<file path="config.mk">
export PLATFORM = sky130hd
export DESIGN_NAME = mmpd_top
export DESIGN_NICKNAME = d
export VERILOG_FILES = /design/src/rtl/mmpd_pkg.sv /design/src/rtl/mmpd_ram_window.sv /design/src/rtl/mmpd_top.sv
export VERILOG_INCLUDE_DIRS = /design/src /design/src/rtl
export SDC_FILE = /design/constraint.sdc
export NUM_CORES = 1
export LEC_CHECK = 0
export ABC_CLOCK_PERIOD_IN_PS = 3300
export CAP_MARGIN = 10
export CORE_AREA = 2 2 114 116
export DETAILED_ROUTE_END_ITERATION = 10
export DIE_AREA = 0 0 116 118
export DONT_BUFFER_PORTS = 1
export PLACE_DENSITY_LB_ADDON = 0.25
export RECOVER_POWER = 100
export SYNTH_ARGS = -nofsm -noshare
export SYNTH_HDL_FRONTEND = slang
export SYNTH_SLANG_ARGS = --single-unit
</file>
<file path="constraint.sdc">
create_clock -name sys_clk_in -period 3.3 [get_ports sys_clk_in]
set_input_delay 0.66 -clock sys_clk_in [delete_from_list [all_inputs] [get_ports sys_clk_in]]
set_output_delay 0.66 -clock sys_clk_in [all_outputs]
set_load 0.05 [all_outputs]
</file>
<file path="src/rtl/mmpd_cfg.svh">
`ifndef MMPD_CFG_SVH
`define MMPD_CFG_SVH

// register indices; byte address is four times the index
`define MMPD_IDX_RAM_POS     6'h10
`define MMPD_IDX_SIZE0       6'h1C
`define MMPD_IDX_SIZE1       6'h1D
`define MMPD_IDX_PAGE        6'h30

`define MMPD_RAM_POS_RST     8'h09
`define MMPD_RAM_POS_WMASK   8'hF9
`define MMPD_RAM_POS_MSB     7
`define MMPD_RAM_POS_LSB     3
`define MMPD_RAM_HAL_BIT     0

// integration choice: 0 = open page register, 1 = special modes only
`define MMPD_PAGE_RESTRICT   1'b0
`define MMPD_PAGE_RST_OPEN   6'h00
`define MMPD_PAGE_RST_LOCK   6'h3C

`define MMPD_SIZE1_FLASH_MSB 7
`define MMPD_SIZE1_FLASH_LSB 6
`define MMPD_SIZE1_PAG_MSB   1
`define MMPD_SIZE1_PAG_LSB   0
`define MMPD_SIZE0_REG_BIT   7
`define MMPD_SIZE0_EEP_MSB   5
`define MMPD_SIZE0_EEP_LSB   4
`define MMPD_SIZE0_RAM_MSB   2
`define MMPD_SIZE0_RAM_LSB   0

`define MMPD_REG_BASE        16'h0000
`define MMPD_REG_SIZE_1K     16'h0400
`define MMPD_REG_SIZE_2K     16'h0800
`define MMPD_PORTAB_SIZE     16'h0004
`define MMPD_EBI_REG_SIZE    16'h0010
`define MMPD_EE_BASE         16'h0000

`define MMPD_WIN_PREFIX      2'b10
`define MMPD_LOW_PREFIX      2'b01
`define MMPD_HIGH_PREFIX     2'b11
`define MMPD_PIX_INT_00      6'h38
`define MMPD_PIX_INT_01      6'h30
`define MMPD_PIX_INT_10      6'h20
`define MMPD_PIX_INT_11      6'h00

`endif

</file>
<file path="src/rtl/mmpd_pkg.sv">
`default_nettype none
package mmpd_pkg;

    typedef enum logic [2:0]
    {
        mmpd_special_single,
        mmpd_special_expanded,
        mmpd_special_periph,
        mmpd_emul_narrow,
        mmpd_emul_wide,
        mmpd_normal_single,
        mmpd_normal_exp_narrow,
        mmpd_normal_exp_wide
    } mmpd_mode_type;

    typedef struct packed {
        logic [2:0] ram_space_switch;
        logic [1:0] eep_space_switch;
        logic       reg_space_switch;
        logic [1:0] flash_space_switch;
        logic [1:0] paging_partition_switch;
    } mmpd_switch_type;

    typedef struct packed {
        logic [15:0] addr;
        logic [15:0] wdata;
        logic        valid;
        logic        write;
        logic        swap;
        logic        bdm;
    } mmpd_cpu_type;

    typedef struct packed {
        logic [15:0] bdm;
        logic [15:0] regs;
        logic [15:0] ram;
        logic [15:0] eeprom;
        logic [15:0] flash;
        logic [15:0] ext;
    } mmpd_src_type;

    typedef struct packed {
        logic [15:0] addr;
        logic [15:0] wdata;
        logic        valid;
        logic        write;
    } mmpd_core_type;

    typedef struct packed {
        logic bdm;
        logic regs;
        logic ram;
        logic eeprom;
        logic flash;
        logic ext;
    } mmpd_sel_type;

    typedef struct packed {
        logic [5:0]    page;
        logic          pend_v;
        logic [5:0]    pend;
        logic [7:0]    ram_pos;
        logic          pready;
        logic          pslverr;
        logic [31:0]   prdata;
        mmpd_core_type core;
        mmpd_sel_type  sel;
        logic          swap;
        logic [15:0]   rdata;
        logic          ecs_n;
        logic          xcs_n;
        logic          pk_cs;
    } mmpd_state_type;

endpackage : mmpd_pkg
`default_nettype wire

</file>
<file path="src/rtl/mmpd_ram_window.sv">
`include "mmpd_cfg.svh"
`default_nettype none
module mmpd_ram_window
(
    input  wire logic [15:0] addr_in,
    input  wire logic [2:0]  ram_space_switch_in,
    input  wire logic [7:0]  ram_pos_in,
    output logic             hit_out
);
    import mmpd_pkg::*;

    logic [15:0] ram_size;
    logic [15:0] region_size;
    logic [15:0] region_mask;
    logic [15:0] region_base;
    logic [15:0] ram_off;
    logic [15:0] ram_lo;
    logic        high_align;

    always_comb
    begin
        // allocation grows in 2k steps, one per code
        ram_size = {1'b0, {1'b0, ram_space_switch_in} + 4'h1, 11'h000};
        unique case (ram_space_switch_in)
            3'b000: region_size = 16'h0800;
            3'b001: region_size = 16'h1000;
            3'b010: region_size = 16'h2000;
            3'b011: region_size = 16'h2000;
            3'b100: region_size = 16'h4000;
            3'b101: region_size = 16'h4000;
            3'b110: region_size = 16'h4000;
            3'b111: region_size = 16'h4000;
        endcase
        region_mask = ~(region_size - 16'h0001);
        region_base = {ram_pos_in[`MMPD_RAM_POS_MSB:`MMPD_RAM_POS_LSB],
                       11'h000} & region_mask;
        high_align = ram_pos_in[`MMPD_RAM_HAL_BIT];
        ram_off = addr_in & ~region_mask;
        ram_lo = high_align ? region_size - ram_size : 16'h0000;
        hit_out = ((addr_in & region_mask) == region_base)
                  && (ram_off >= ram_lo)
                  && (ram_off < ram_lo + ram_size);
    end

endmodule : mmpd_ram_window
`default_nettype wire

</file>
<file path="src/rtl/mmpd_top.sv">
`include "mmpd_cfg.svh"
`default_nettype none
// Summary of operation
// - ram base after reset follows the position register reset value.
// - high-align bit places the allocation at the top of its region.
// - size view at index 1D is read-only and mirrors integration switches.
// - size view bits 7:6 show the flash space switch.
// - size view bits 1:0 show the paging partition switch.
// - six page bits map a 16k page into window 8000..BFFF.
// - page bits decode directly as page number 0..63.
// - page reset and write policy fixed at integration: 00 open or 3C locked.
// - a bus write to the page register takes effect one cycle later.
// - call and return instructions have a private page read/write path.
// - private page update completes before the instruction ends.
// - read data muxed to cpu; cpu address and write data steered out.
// - cpu read data is byte swapped when the access asks for it.
// - an address selects core, register, memory or external space, or nothing outside expanded modes.
// - mode and mapping registers steer the selects.
// - two active-low chip selects go out: emulation and external.
// - one select at most, by priority debug, regs, ram, eeprom, flash, ext.
// - emulation select low on flash space in emulation mode with port k set.
// - external select low only for external space, never removed registers.
// - window internal or external from paging switch and page number.
module mmpd_top
(
    input  wire logic                    sys_clk_in,
    input  wire logic                    rstn_in,
    input  wire logic                    ce_in,
    input  wire logic [7:0]              paddr_in,
    input  wire logic                    psel_in,
    input  wire logic                    penable_in,
    input  wire logic                    pwrite_in,
    input  wire logic [31:0]             pwdata_in,
    output logic [31:0]                  prdata_out,
    output logic                         pready_out,
    output logic                         pslverr_out,
    input  wire mmpd_pkg::mmpd_mode_type mode_in,
    input  wire logic                    port_k_emulation_enable_in,
    input  wire mmpd_pkg::mmpd_switch_type sw_in,
    input  wire mmpd_pkg::mmpd_cpu_type  cpu_in,
    input  wire mmpd_pkg::mmpd_src_type  src_rdata_in,
    input  wire logic                    call_wr_in,
    input  wire logic [5:0]              call_page_in,
    output logic [5:0]                   page_index_bits_out,
    output mmpd_pkg::mmpd_core_type      core_bus_out,
    output mmpd_pkg::mmpd_sel_type       sel_out,
    output logic [15:0]                  cpu_rdata_out,
    output logic                         emulation_chip_select_n_out,
    output logic                         external_chip_select_n_out,
    output logic                         port_k_cs_mode_out
);
    import mmpd_pkg::*;

    mmpd_state_type s_q;
    mmpd_state_type s_d;
    mmpd_sel_type   dec_sel;
    logic           ram_hit;
    logic           reg_hit;
    logic           removed;
    logic           ee_hit;
    logic           flash_hit;
    logic           win_hit;
    logic           page_int;
    logic           expanded;
    logic           emulation;
    logic           special;
    logic           ecs_hit;
    logic           xcs_hit;
    logic [15:0]    reg_size;
    logic [15:0]    ee_size;
    logic [15:0]    reg_off;
    logic [5:0]     pix_first;
    logic           apb_done;
    logic           is_page;
    logic           is_size0;
    logic           is_size1;
    logic           is_ram_pos;
    logic           mapped;
    logic           page_wr_ok;
    logic [31:0]    rd_word;
    logic [15:0]    rd_raw;

    mmpd_ram_window u_ram_window
    (
        .addr_in             (cpu_in.addr),
        .ram_space_switch_in (sw_in.ram_space_switch),
        .ram_pos_in          (s_q.ram_pos),
        .hit_out             (ram_hit)
    );

    // mode classes
    always_comb
    begin
        special = (mode_in == mmpd_special_single)
                  || (mode_in == mmpd_special_expanded)
                  || (mode_in == mmpd_special_periph);
        emulation = (mode_in == mmpd_emul_narrow)
                    || (mode_in == mmpd_emul_wide);
        expanded = emulation
                   || (mode_in == mmpd_special_expanded)
                   || (mode_in == mmpd_normal_exp_narrow)
                   || (mode_in == mmpd_normal_exp_wide);
    end

    // address classification
    always_comb
    begin
        reg_size = sw_in.reg_space_switch ? `MMPD_REG_SIZE_2K
                                          : `MMPD_REG_SIZE_1K;
        reg_off = cpu_in.addr - `MMPD_REG_BASE;
        reg_hit = reg_off < reg_size;
        // bus expansion registers leave the map in these modes
        removed = (expanded && (reg_off < `MMPD_PORTAB_SIZE))
                  || ((mode_in == mmpd_special_periph)
                      && (reg_off < `MMPD_EBI_REG_SIZE));
        unique case (sw_in.eep_space_switch)
            2'b00: ee_size = 16'h0000;
            2'b01: ee_size = 16'h0800;
            2'b10: ee_size = 16'h1000;
            2'b11: ee_size = 16'h2000;
        endcase
        ee_hit = (cpu_in.addr - `MMPD_EE_BASE) < ee_size;
        unique case (sw_in.paging_partition_switch)
            2'b00: pix_first = `MMPD_PIX_INT_00;
            2'b01: pix_first = `MMPD_PIX_INT_01;
            2'b10: pix_first = `MMPD_PIX_INT_10;
            2'b11: pix_first = `MMPD_PIX_INT_11;
        endcase
        page_int = s_q.page >= pix_first;
        win_hit = cpu_in.addr[15:14] == `MMPD_WIN_PREFIX;
        // page number is used as is, no remap table
        flash_hit = (sw_in.flash_space_switch != 2'b00)
                    && ((cpu_in.addr[15:14] == `MMPD_HIGH_PREFIX)
                        || ((cpu_in.addr[15:14] == `MMPD_LOW_PREFIX)
                            && sw_in.flash_space_switch[1])
                        || (win_hit && page_int));
    end

    // priority select; later branches never see overlapped space
    always_comb
    begin
        dec_sel = '0;
        ecs_hit = 1'b0;
        xcs_hit = 1'b0;
        if (cpu_in.valid)
        begin
            if (cpu_in.bdm)
            begin
                dec_sel.bdm = 1'b1;
            end
            else if (reg_hit && !removed)
            begin
                dec_sel.regs = 1'b1;
            end
            else if (reg_hit)
            begin
                // removed registers go off chip without a chip select in expanded modes, else select nothing
                dec_sel.ext = expanded;
            end
            else if (ram_hit)
            begin
                dec_sel.ram = 1'b1;
            end
            else if (ee_hit)
            begin
                dec_sel.eeprom = 1'b1;
            end
            else if (flash_hit)
            begin
                dec_sel.flash = 1'b1;
                ecs_hit = emulation && port_k_emulation_enable_in;
            end
            else if (expanded)
            begin
                dec_sel.ext = 1'b1;
                xcs_hit = port_k_emulation_enable_in;
            end
        end
    end

    // register bus decode
    always_comb
    begin
        apb_done = psel_in && penable_in && s_q.pready;
        is_page = paddr_in == {`MMPD_IDX_PAGE, 2'b00};
        is_size0 = paddr_in == {`MMPD_IDX_SIZE0, 2'b00};
        is_size1 = paddr_in == {`MMPD_IDX_SIZE1, 2'b00};
        is_ram_pos = paddr_in == {`MMPD_IDX_RAM_POS, 2'b00};
        mapped = is_page || is_size0 || is_size1 || is_ram_pos;
        page_wr_ok = (`MMPD_PAGE_RESTRICT == 1'b0) || special;
        rd_word = 32'h0000_0000;
        if (is_page)
        begin
            rd_word[5:0] = s_q.page;
        end
        if (is_size1)
        begin
            rd_word[`MMPD_SIZE1_FLASH_MSB:`MMPD_SIZE1_FLASH_LSB] =
                sw_in.flash_space_switch;
            rd_word[`MMPD_SIZE1_PAG_MSB:`MMPD_SIZE1_PAG_LSB] =
                sw_in.paging_partition_switch;
        end
        if (is_size0)
        begin
            rd_word[`MMPD_SIZE0_REG_BIT] = sw_in.reg_space_switch;
            rd_word[`MMPD_SIZE0_EEP_MSB:`MMPD_SIZE0_EEP_LSB] =
                sw_in.eep_space_switch;
            rd_word[`MMPD_SIZE0_RAM_MSB:`MMPD_SIZE0_RAM_LSB] =
                sw_in.ram_space_switch;
        end
        if (is_ram_pos)
        begin
            rd_word[7:0] = s_q.ram_pos;
        end
    end

    // read data source follows the registered select
    always_comb
    begin
        rd_raw = 16'h0000;
        if (s_q.sel.bdm)
            rd_raw = src_rdata_in.bdm;
        if (s_q.sel.regs)
            rd_raw = src_rdata_in.regs;
        if (s_q.sel.ram)
            rd_raw = src_rdata_in.ram;
        if (s_q.sel.eeprom)
            rd_raw = src_rdata_in.eeprom;
        if (s_q.sel.flash)
            rd_raw = src_rdata_in.flash;
        if (s_q.sel.ext)
            rd_raw = src_rdata_in.ext;
    end

    always_comb
    begin
        s_d = s_q;
        if (psel_in && !penable_in)
        begin
            // zero wait states: answer is ready in the access phase
            s_d.pready = 1'b1;
            s_d.pslverr = !mapped;
            s_d.prdata = rd_word;
        end
        else if (apb_done)
        begin
            s_d.pready = 1'b0;
            s_d.pslverr = 1'b0;
        end
        if (s_q.pend_v)
        begin
            s_d.page = s_q.pend;
            s_d.pend_v = 1'b0;
        end
        if (apb_done && pwrite_in && is_page && page_wr_ok)
        begin
            s_d.pend_v = 1'b1;
            s_d.pend = pwdata_in[5:0];
        end
        if (apb_done && pwrite_in && is_ram_pos)
        begin
            s_d.ram_pos = pwdata_in[7:0] & `MMPD_RAM_POS_WMASK;
        end
        if (call_wr_in)
        begin
            // private path beats a stale bus write still in flight
            s_d.page = call_page_in;
            s_d.pend_v = 1'b0;
        end
        s_d.core.addr = cpu_in.addr;
        s_d.core.wdata = cpu_in.wdata;
        s_d.core.valid = cpu_in.valid;
        s_d.core.write = cpu_in.write;
        s_d.sel = dec_sel;
        s_d.swap = cpu_in.swap;
        s_d.rdata = s_q.swap ? {rd_raw[7:0], rd_raw[15:8]}
                             : rd_raw;
        s_d.ecs_n = !ecs_hit;
        s_d.xcs_n = !xcs_hit;
        s_d.pk_cs = port_k_emulation_enable_in;
    end

    always_ff @(posedge sys_clk_in or negedge rstn_in)
    begin
        if (!rstn_in)
        begin
            s_q <= '0;
            s_q.page <= (`MMPD_PAGE_RESTRICT != 1'b0) ? `MMPD_PAGE_RST_LOCK
                                                      : `MMPD_PAGE_RST_OPEN;
            s_q.ram_pos <= `MMPD_RAM_POS_RST;
            s_q.ecs_n <= 1'b1;
            s_q.xcs_n <= 1'b1;
        end
        else if (ce_in)
        begin
            s_q <= s_d;
        end
    end

    assign prdata_out = s_q.prdata;
    assign pready_out = s_q.pready;
    assign pslverr_out = s_q.pslverr;
    assign page_index_bits_out = s_q.page;
    assign core_bus_out = s_q.core;
    assign sel_out = s_q.sel;
    assign cpu_rdata_out = s_q.rdata;
    assign emulation_chip_select_n_out = s_q.ecs_n;
    assign external_chip_select_n_out = s_q.xcs_n;
    assign port_k_cs_mode_out = s_q.pk_cs;
endmodule : mmpd_top
`default_nettype wire

</file>
; ---- Word-level counts from Yosys, hierarchy flattened
; Memory sizes are Yosys's and may differ from the RTL's.
; Index checks and enable logic that the tools add are counted.
[totals]
out_inout_bits = 99
n_memories = 1
word_cells = 151
in_bits = 199
register_bits = 89
romBits = 32
[classes]
add_sub_neg = 4
reduce_logical = 40
bitwise = 5
magnitude_cmp = 7
n_mux = 52
eq_ne = 20
[memory_table]
columns = memory, depth, width, read_ports, rd_ports_with_merged_regs, write_ports, line
row1 = (no name shown), 8, 4, 1, 0, 0, mmpd_ram_window.sv:24  ; unique case (ram_space_switch_in)
[op_table]
columns = cell, count
row1 = 16-bit two-way mux, 8
row2 = 16-bit one-hot mux with 4 select lines, 1
row3 = 16-bit bitwise AND, 3
row4 = 16-bit < comparator, 2
row5 = 16-bit inverter, 2
row6 = 8-bit by 7-bit equality test with 1-bit output (second input constant), 3
row7 = 1-bit two-way mux, 24
row8 = 6-bit one-hot mux with 4 select lines, 1
row9 = 7-bit two-way mux, 3
row10 = 16-bit by 15-bit adder with 16-bit output, 1
row11 = 16-bit equality test, 1
row12 = 16-bit greater-or-equal comparator, 1
row13 = 16-bit by 12-bit < comparator with 1-bit output, 1
row14 = 16-bit by 3-bit < comparator with 1-bit output (second input constant), 1
row15 = 16-bit by 5-bit < comparator with 1-bit output (second input constant), 1
row16 = 16-bit by 1-bit subtractor with 16-bit output (second input constant), 1
row17 = 16-bit by 15-bit subtractor with 16-bit output, 1
row18 = 1-bit logical AND, 15
row19 = 2-bit equality test (second input constant), 6
row20 = 12-bit two-way mux, 1
row21 = 2-bit two-way mux, 6
row22 = 6-bit two-way mux, 2
row23 = 1-bit logical OR, 10
row24 = 2-bit AND reduction, 5
row25 = 14 further kinds, 28

; ---- Logic depth before layout (Yosys ltp)
[depth]
word_depth = 14
mapped_depth = 17
mapped_depth_nobuf = 16

; ---- Hierarchy
; Synthesis repeated with hierarchy kept, for this count alone.
[unflattened]
cells_unflattened = 622
hier_area_um2 = 6231.0
[modules_own_cells]
columns = module, n_inst, area_per_inst_um2, cells_per_inst
row1 = mmpd_top, 1, 5559.1, 539
row2 = mmpd_ram_window, 1, 671.9, 83

; ---- Worst setup path before layout
; No wires, ideal clock.
[synth_path]
path_type = input to register
from = input port sw_in[9] (netlist bit)
to = register s_q, in the netlist sel_out[0]
path_stages = 17
arrival_time_ns = 3.475
setup_slack_ns = -0.310
t_required_ns = 3.165
path_cell_list = buf_2 > nor2_1 > a21oi_1 > inv_1 > ha_1 > nor2b_1 > ha_1 > a21o_1 > a21oi_1 > xnor2_1 > ha_1 > nand2_1 > o22ai_1 > a211o_1 > or4b_4 > a31oi_1 > o22ai_1
[synth_between]
elab_chain_cells = 13
[synth_rtl]
columns = item, line
row1 = from (decl), mmpd_top.sv:39  ; input wire mmpd_pkg::mmpd_switch_type sw_in,
row2 = "parallel branches: the longest is 7 deep, another holds 16-bit by 15-bit subtractor with 16-bit output", --
row3 = 1-bit logical AND (*), mmpd_ram_window.sv:42  ; && (ram_off < ram_lo + ram_size);
row4 = 3-bit two-way mux (*), mmpd_top.sv:160  ; else if (ram_hit)
row5 = 1-bit two-way mux (*), mmpd_top.sv:155  ; else if (reg_hit)
row6 = 4-bit two-way mux (*), mmpd_top.sv:151  ; else if (reg_hit && !removed)
row7 = 5-bit two-way mux (*), mmpd_top.sv:147  ; if (cpu_in.bdm)
row8 = 6-bit two-way mux (*), mmpd_top.sv:145  ; if (cpu_in.valid)
row9 = to (decl), mmpd_top.sv:54  ; mmpd_state_type s_q;
; Mark *: on every way between the ends.
; A chain may end at the register's enable or synchronous reset.

; ---- Worst setup path in the final report
[layout_path]
from = register s_q[94] (netlist bit)
to = register s_q, in the netlist sel_out[0]
[layout_between]
elab_chain_cells = 9
[layout_rtl]
columns = item, line
row1 = 16-bit two-way mux (*), mmpd_ram_window.sv:39  ; ram_lo = high_align ? region_size - ram_size : 16'h0000;
row2 = 16-bit by 15-bit adder with 16-bit output / 16-bit greater-or-equal comparator (equally long branches), "mmpd_ram_window.sv:42, mmpd_ram_window.sv:41"
row3 = 16-bit < comparator / 1-bit logical AND (equally long branches), "mmpd_ram_window.sv:42, mmpd_ram_window.sv:41"
row4 = 1-bit logical AND (*), mmpd_ram_window.sv:42
row5 = 3-bit two-way mux (*), mmpd_top.sv:160
row6 = 1-bit two-way mux (*), mmpd_top.sv:155
row7 = 4-bit two-way mux (*), mmpd_top.sv:151
row8 = 5-bit two-way mux (*), mmpd_top.sv:147
row9 = 6-bit two-way mux (*), mmpd_top.sv:145
; Every way passes the cells marked *; elsewhere a longest branch is shown, timed or not.

==> reports/results.tsv <==
metric	value	unit
status	complete, but fails checks	
violated checks	max-capacitance violations, max-slew violations	
Yosys reg bits	89	
Power Density	525	mW/mm^2
P&R area growth vs syn	-1.48	%
Root Buffer	clkbuf_16	
reg2reg setup slack	0.10	ns
die area	0.0137	mm^2
Max Cap Violations	1	
crit path time final	3.20	ns
total negative setup slack	0	ns
global placement routability congestion	0.886	
CTS tree	done	
Synth Area in XOR/XNOR	1.46	%
unique cell type count in the Yosys netlist	60	
placed insts	708	
largest net degree at the start of global routing	88	
WS Path Type	flip-flop to flip-flop	
NetSw	1.12	mW
H-tree depth	3	
Most used DFF post-synth	dfrtp_1	
Die H	118	um
RR Startpoint	s_q[94]$_DFFE_PN1P_	
Post-Syn Area per Cell	9.63	um^2
Vias/cell	5.87	
Core Area	0.0124	mm^2
first-pass GRT wire length	23100	um
clk_skew	0.00569	ns
Filler Cell Count	1205	
Post-Syn Instances	621	
later-pin clock latency in the skew report	0.34	ns
Least-Margin Pin Slew	1.59	ns
layout cells sized above 1	17.7	%
multi-input logic area	0.00295	mm^2
crit share post-route	96.9	%
GRT overflow	0	
Clock Power Share	33.4	%
post-layout instance area	0.00589	mm^2
initial drt markers	390	
sequential power share	52.2	%
Sequential Area	0.00223	mm^2
CP Data Arrival Time	3.41	ns
final wirelength	15700	um
vias in the first global route	4227	
worst hold path class	input port to asynchronous set/reset pin	
vias	4270	
Placed Instance Area	0.00559	mm^2
Synth area leader	dfrtp_1	
Die X	116	um
final hold vios	0	
Worst Setup Start Kind	flip-flop	
synth cell count leaders	95 x buf_4, 85 x dfrtp_1, 47 x mux2_2, 47 x nor2_1, 42 x nand2_1	
yosys warns	0	
Clock Sinks	89	
DP HPWL	11900	um
worst r2r path cells	14	
First-pass DRT Iterations	6	
synthesized cell area	0.00598	mm^2
post-layout util	47.5	%
reg-to-reg endpoint	sel_out[0]$_DFFE_PN0P_	
Final Max Tran Viols	64	
Final #Nets	771	
post-route ant nets	0	
fin cells	727	
Max Clk Rate	0.313	GHz
post-synthesis compound-gate area fraction	17.3	%
sequential-to-total area share from yosys stat	37.3	%
Worst slew margin	-5.83	%
unrepaired setup endpoints after global routing	yes	
IO Port Bufs	0	
CTS Buffer Depth	2	
WP data required	3.51	ns
GRT Util Overall	22.1	%
area share of the largest cell type after synthesis	35.5	%
slowest CP cell	dfstp_2	
crit path cell chain	nor2b_4 -> nand2_1 -> fa_2 -> inv_1 -> a21o_1 -> a21oi_2 -> xnor2_1 -> ha_1 -> nand2_1 -> o22ai_1 -> a211o_1 -> or4b_4 -> a31oi_1 -> o22ai_1	
ys async rst share	100	%
most frequent cell after synthesis	buf_4	
Remaining DRCs	0	
EDFF count, synth	0	
main combinational cell family by area after synthesis	compound AO/OA/AOI/OAI gates	
IO Count	298	
P_leak	2.54	nW
internal cell power	1.98	mW
Critical Path Sink Type	flip-flop	
mux contribution to synthesized area	12.0	%
Sw Ratio	36.1	%
FP Rows	41	
WP buf/inv	1	
family with the most delay on the worst path	simple AND/OR/NAND/NOR gates	
combinational fraction of design power	14.4	%
Area contributors post-synth	dfrtp_1 36%, buf_4 12%, mux2_2 8.8%	
CP Max Fanout	5	
peak supply drop	0.303	mV
CTS buffer count	9	
wire per inst	21.6	um
CP max stage delay	0.61	ns
Setup violations, final	0	
Initial Util	48.2	%
antenna violations before repair	1	
clock slew at reported path FFs	0.06	ns
simple-gate portion of the synthesized area	11.9	%
Synth Area in Adders	4.73	%
==> flip-flops by register name, summed over array words and instances, names as in the netlist <==
name	flops
s_q	14
external_chip_select_n_out	1
cpu_rdata_out	16
page_index_bits_out	6
pready_out	1
prdata_out	8
emulation_chip_select_n_out	1
core_bus_out	34
pslverr_out	1
port_k_cs_mode_out	1
sel_out	6
==> worst max-delay path by stage <==
stage,startpoint,endpoint,slack (ns),depth (start not counted)
after floorplan,sw_in[9],sel_out[0]$_DFFE_PN0P_,-0.18,17
after global placement,sw_in[9],sel_out[0]$_DFFE_PN0P_,-0.16,16
after detailed placement,sw_in[9],sel_out[0]$_DFFE_PN0P_,-0.19,16
after CTS,s_q[94]$_DFFE_PN1P_,sel_out[0]$_DFFE_PN0P_,0.003,14
after global routing,s_q[94]$_DFFE_PN1P_,sel_out[3]$_DFFE_PN0P_,-0.05,13
final,s_q[94]$_DFFE_PN1P_,sel_out[0]$_DFFE_PN0P_,0.10,14
==> worst reg2reg max path, cell delays in order (launching register included) <==
cell and delay, ns:
dfstp_2 0.61, nor2b_4 0.19, nand2_1 0.08, fa_2 0.35, inv_1 0.06, a21o_1 0.13
a21oi_2 0.06, xnor2_1 0.13, ha_1 0.31, nand2_1 0.08, o22ai_1 0.07, a211o_1 0.23
or4b_4 0.53, a31oi_1 0.16, o22ai_1 0.08
==> repair_timing <==
action                     CTS  global route
gates resized for setup      1             6
buffers inserted             0             1
hold buffers                 2             0
hold endpoints to repair    63             0
setup endpoints to repair    2             6
pin swaps                    0             1
==> per-layer routing <==
layer	vias to the layer above	GRT usage, %	wire (um)
met3	15	6.54	1310
li1	1969	-	-
met4	0	7.37	240
met5	-	0	0
met2	205	37.1	7800
met1	2081	27.0	6330
==> power by group through the flow <==
stage	clock network [mW]	logic [mW]	registers, mW
finish	1.03	0.446	1.61
detailed placement	0	0.425	1.64
CTS	1.07	0.455	1.62
global route	1.11	0.497	1.63
floorplan	0	0.867	1.27
global placement	0	0.411	1.63
==> layout make-up <==
cell class	instances	area share, %
diodes	1	0.0425
clock buffers	11	4.12
clock inverters	4	0.892
inverters	20	1.27
multi-input cells	412	50.1
flip-flops and latches	89	37.9
well taps	172	3.65
repair buffers	18	2.06
==> cell families after synthesis <==
family,after synthesis
AND/OR/NAND/NOR,141
other,1
multiplexers,66
buffers and inverters,145
AO/OA/AOI/OAI,147
XOR/XNOR,10
adder cells (fa/ha/maj),22
flip-flops,89
==> stage by stage <==
step           power, mW  worst slack (ns)  hold slack [ns]
2_1_floorplan       2.14            -0.179            0.364
3_3_place_gp        2.04            -0.163            0.366
3_5_place_dp        2.06            -0.194            0.366
4_1_cts             3.14           0.00295            0.122
5_1_grt             3.23           -0.0511            0.137
6_report            3.09             0.104            0.158
==> layout by cell type, fill, tap and decap left out, types with 9 or more instances in the layout <==
master	instances
a221o_1	15
conb_1	26
nor2_1	46
mux2_2	47
a21oi_1	28
buf_4	14
dfrtp_1	85
clkbuf_16	9
o21a_1	17
mux2i_1	19
o22ai_1	19
inv_1	16
o21ai_0	22
nand2_1	42
ha_1	20
a221oi_1	19
Note: power is estimated with default switching activity, not from simulation.
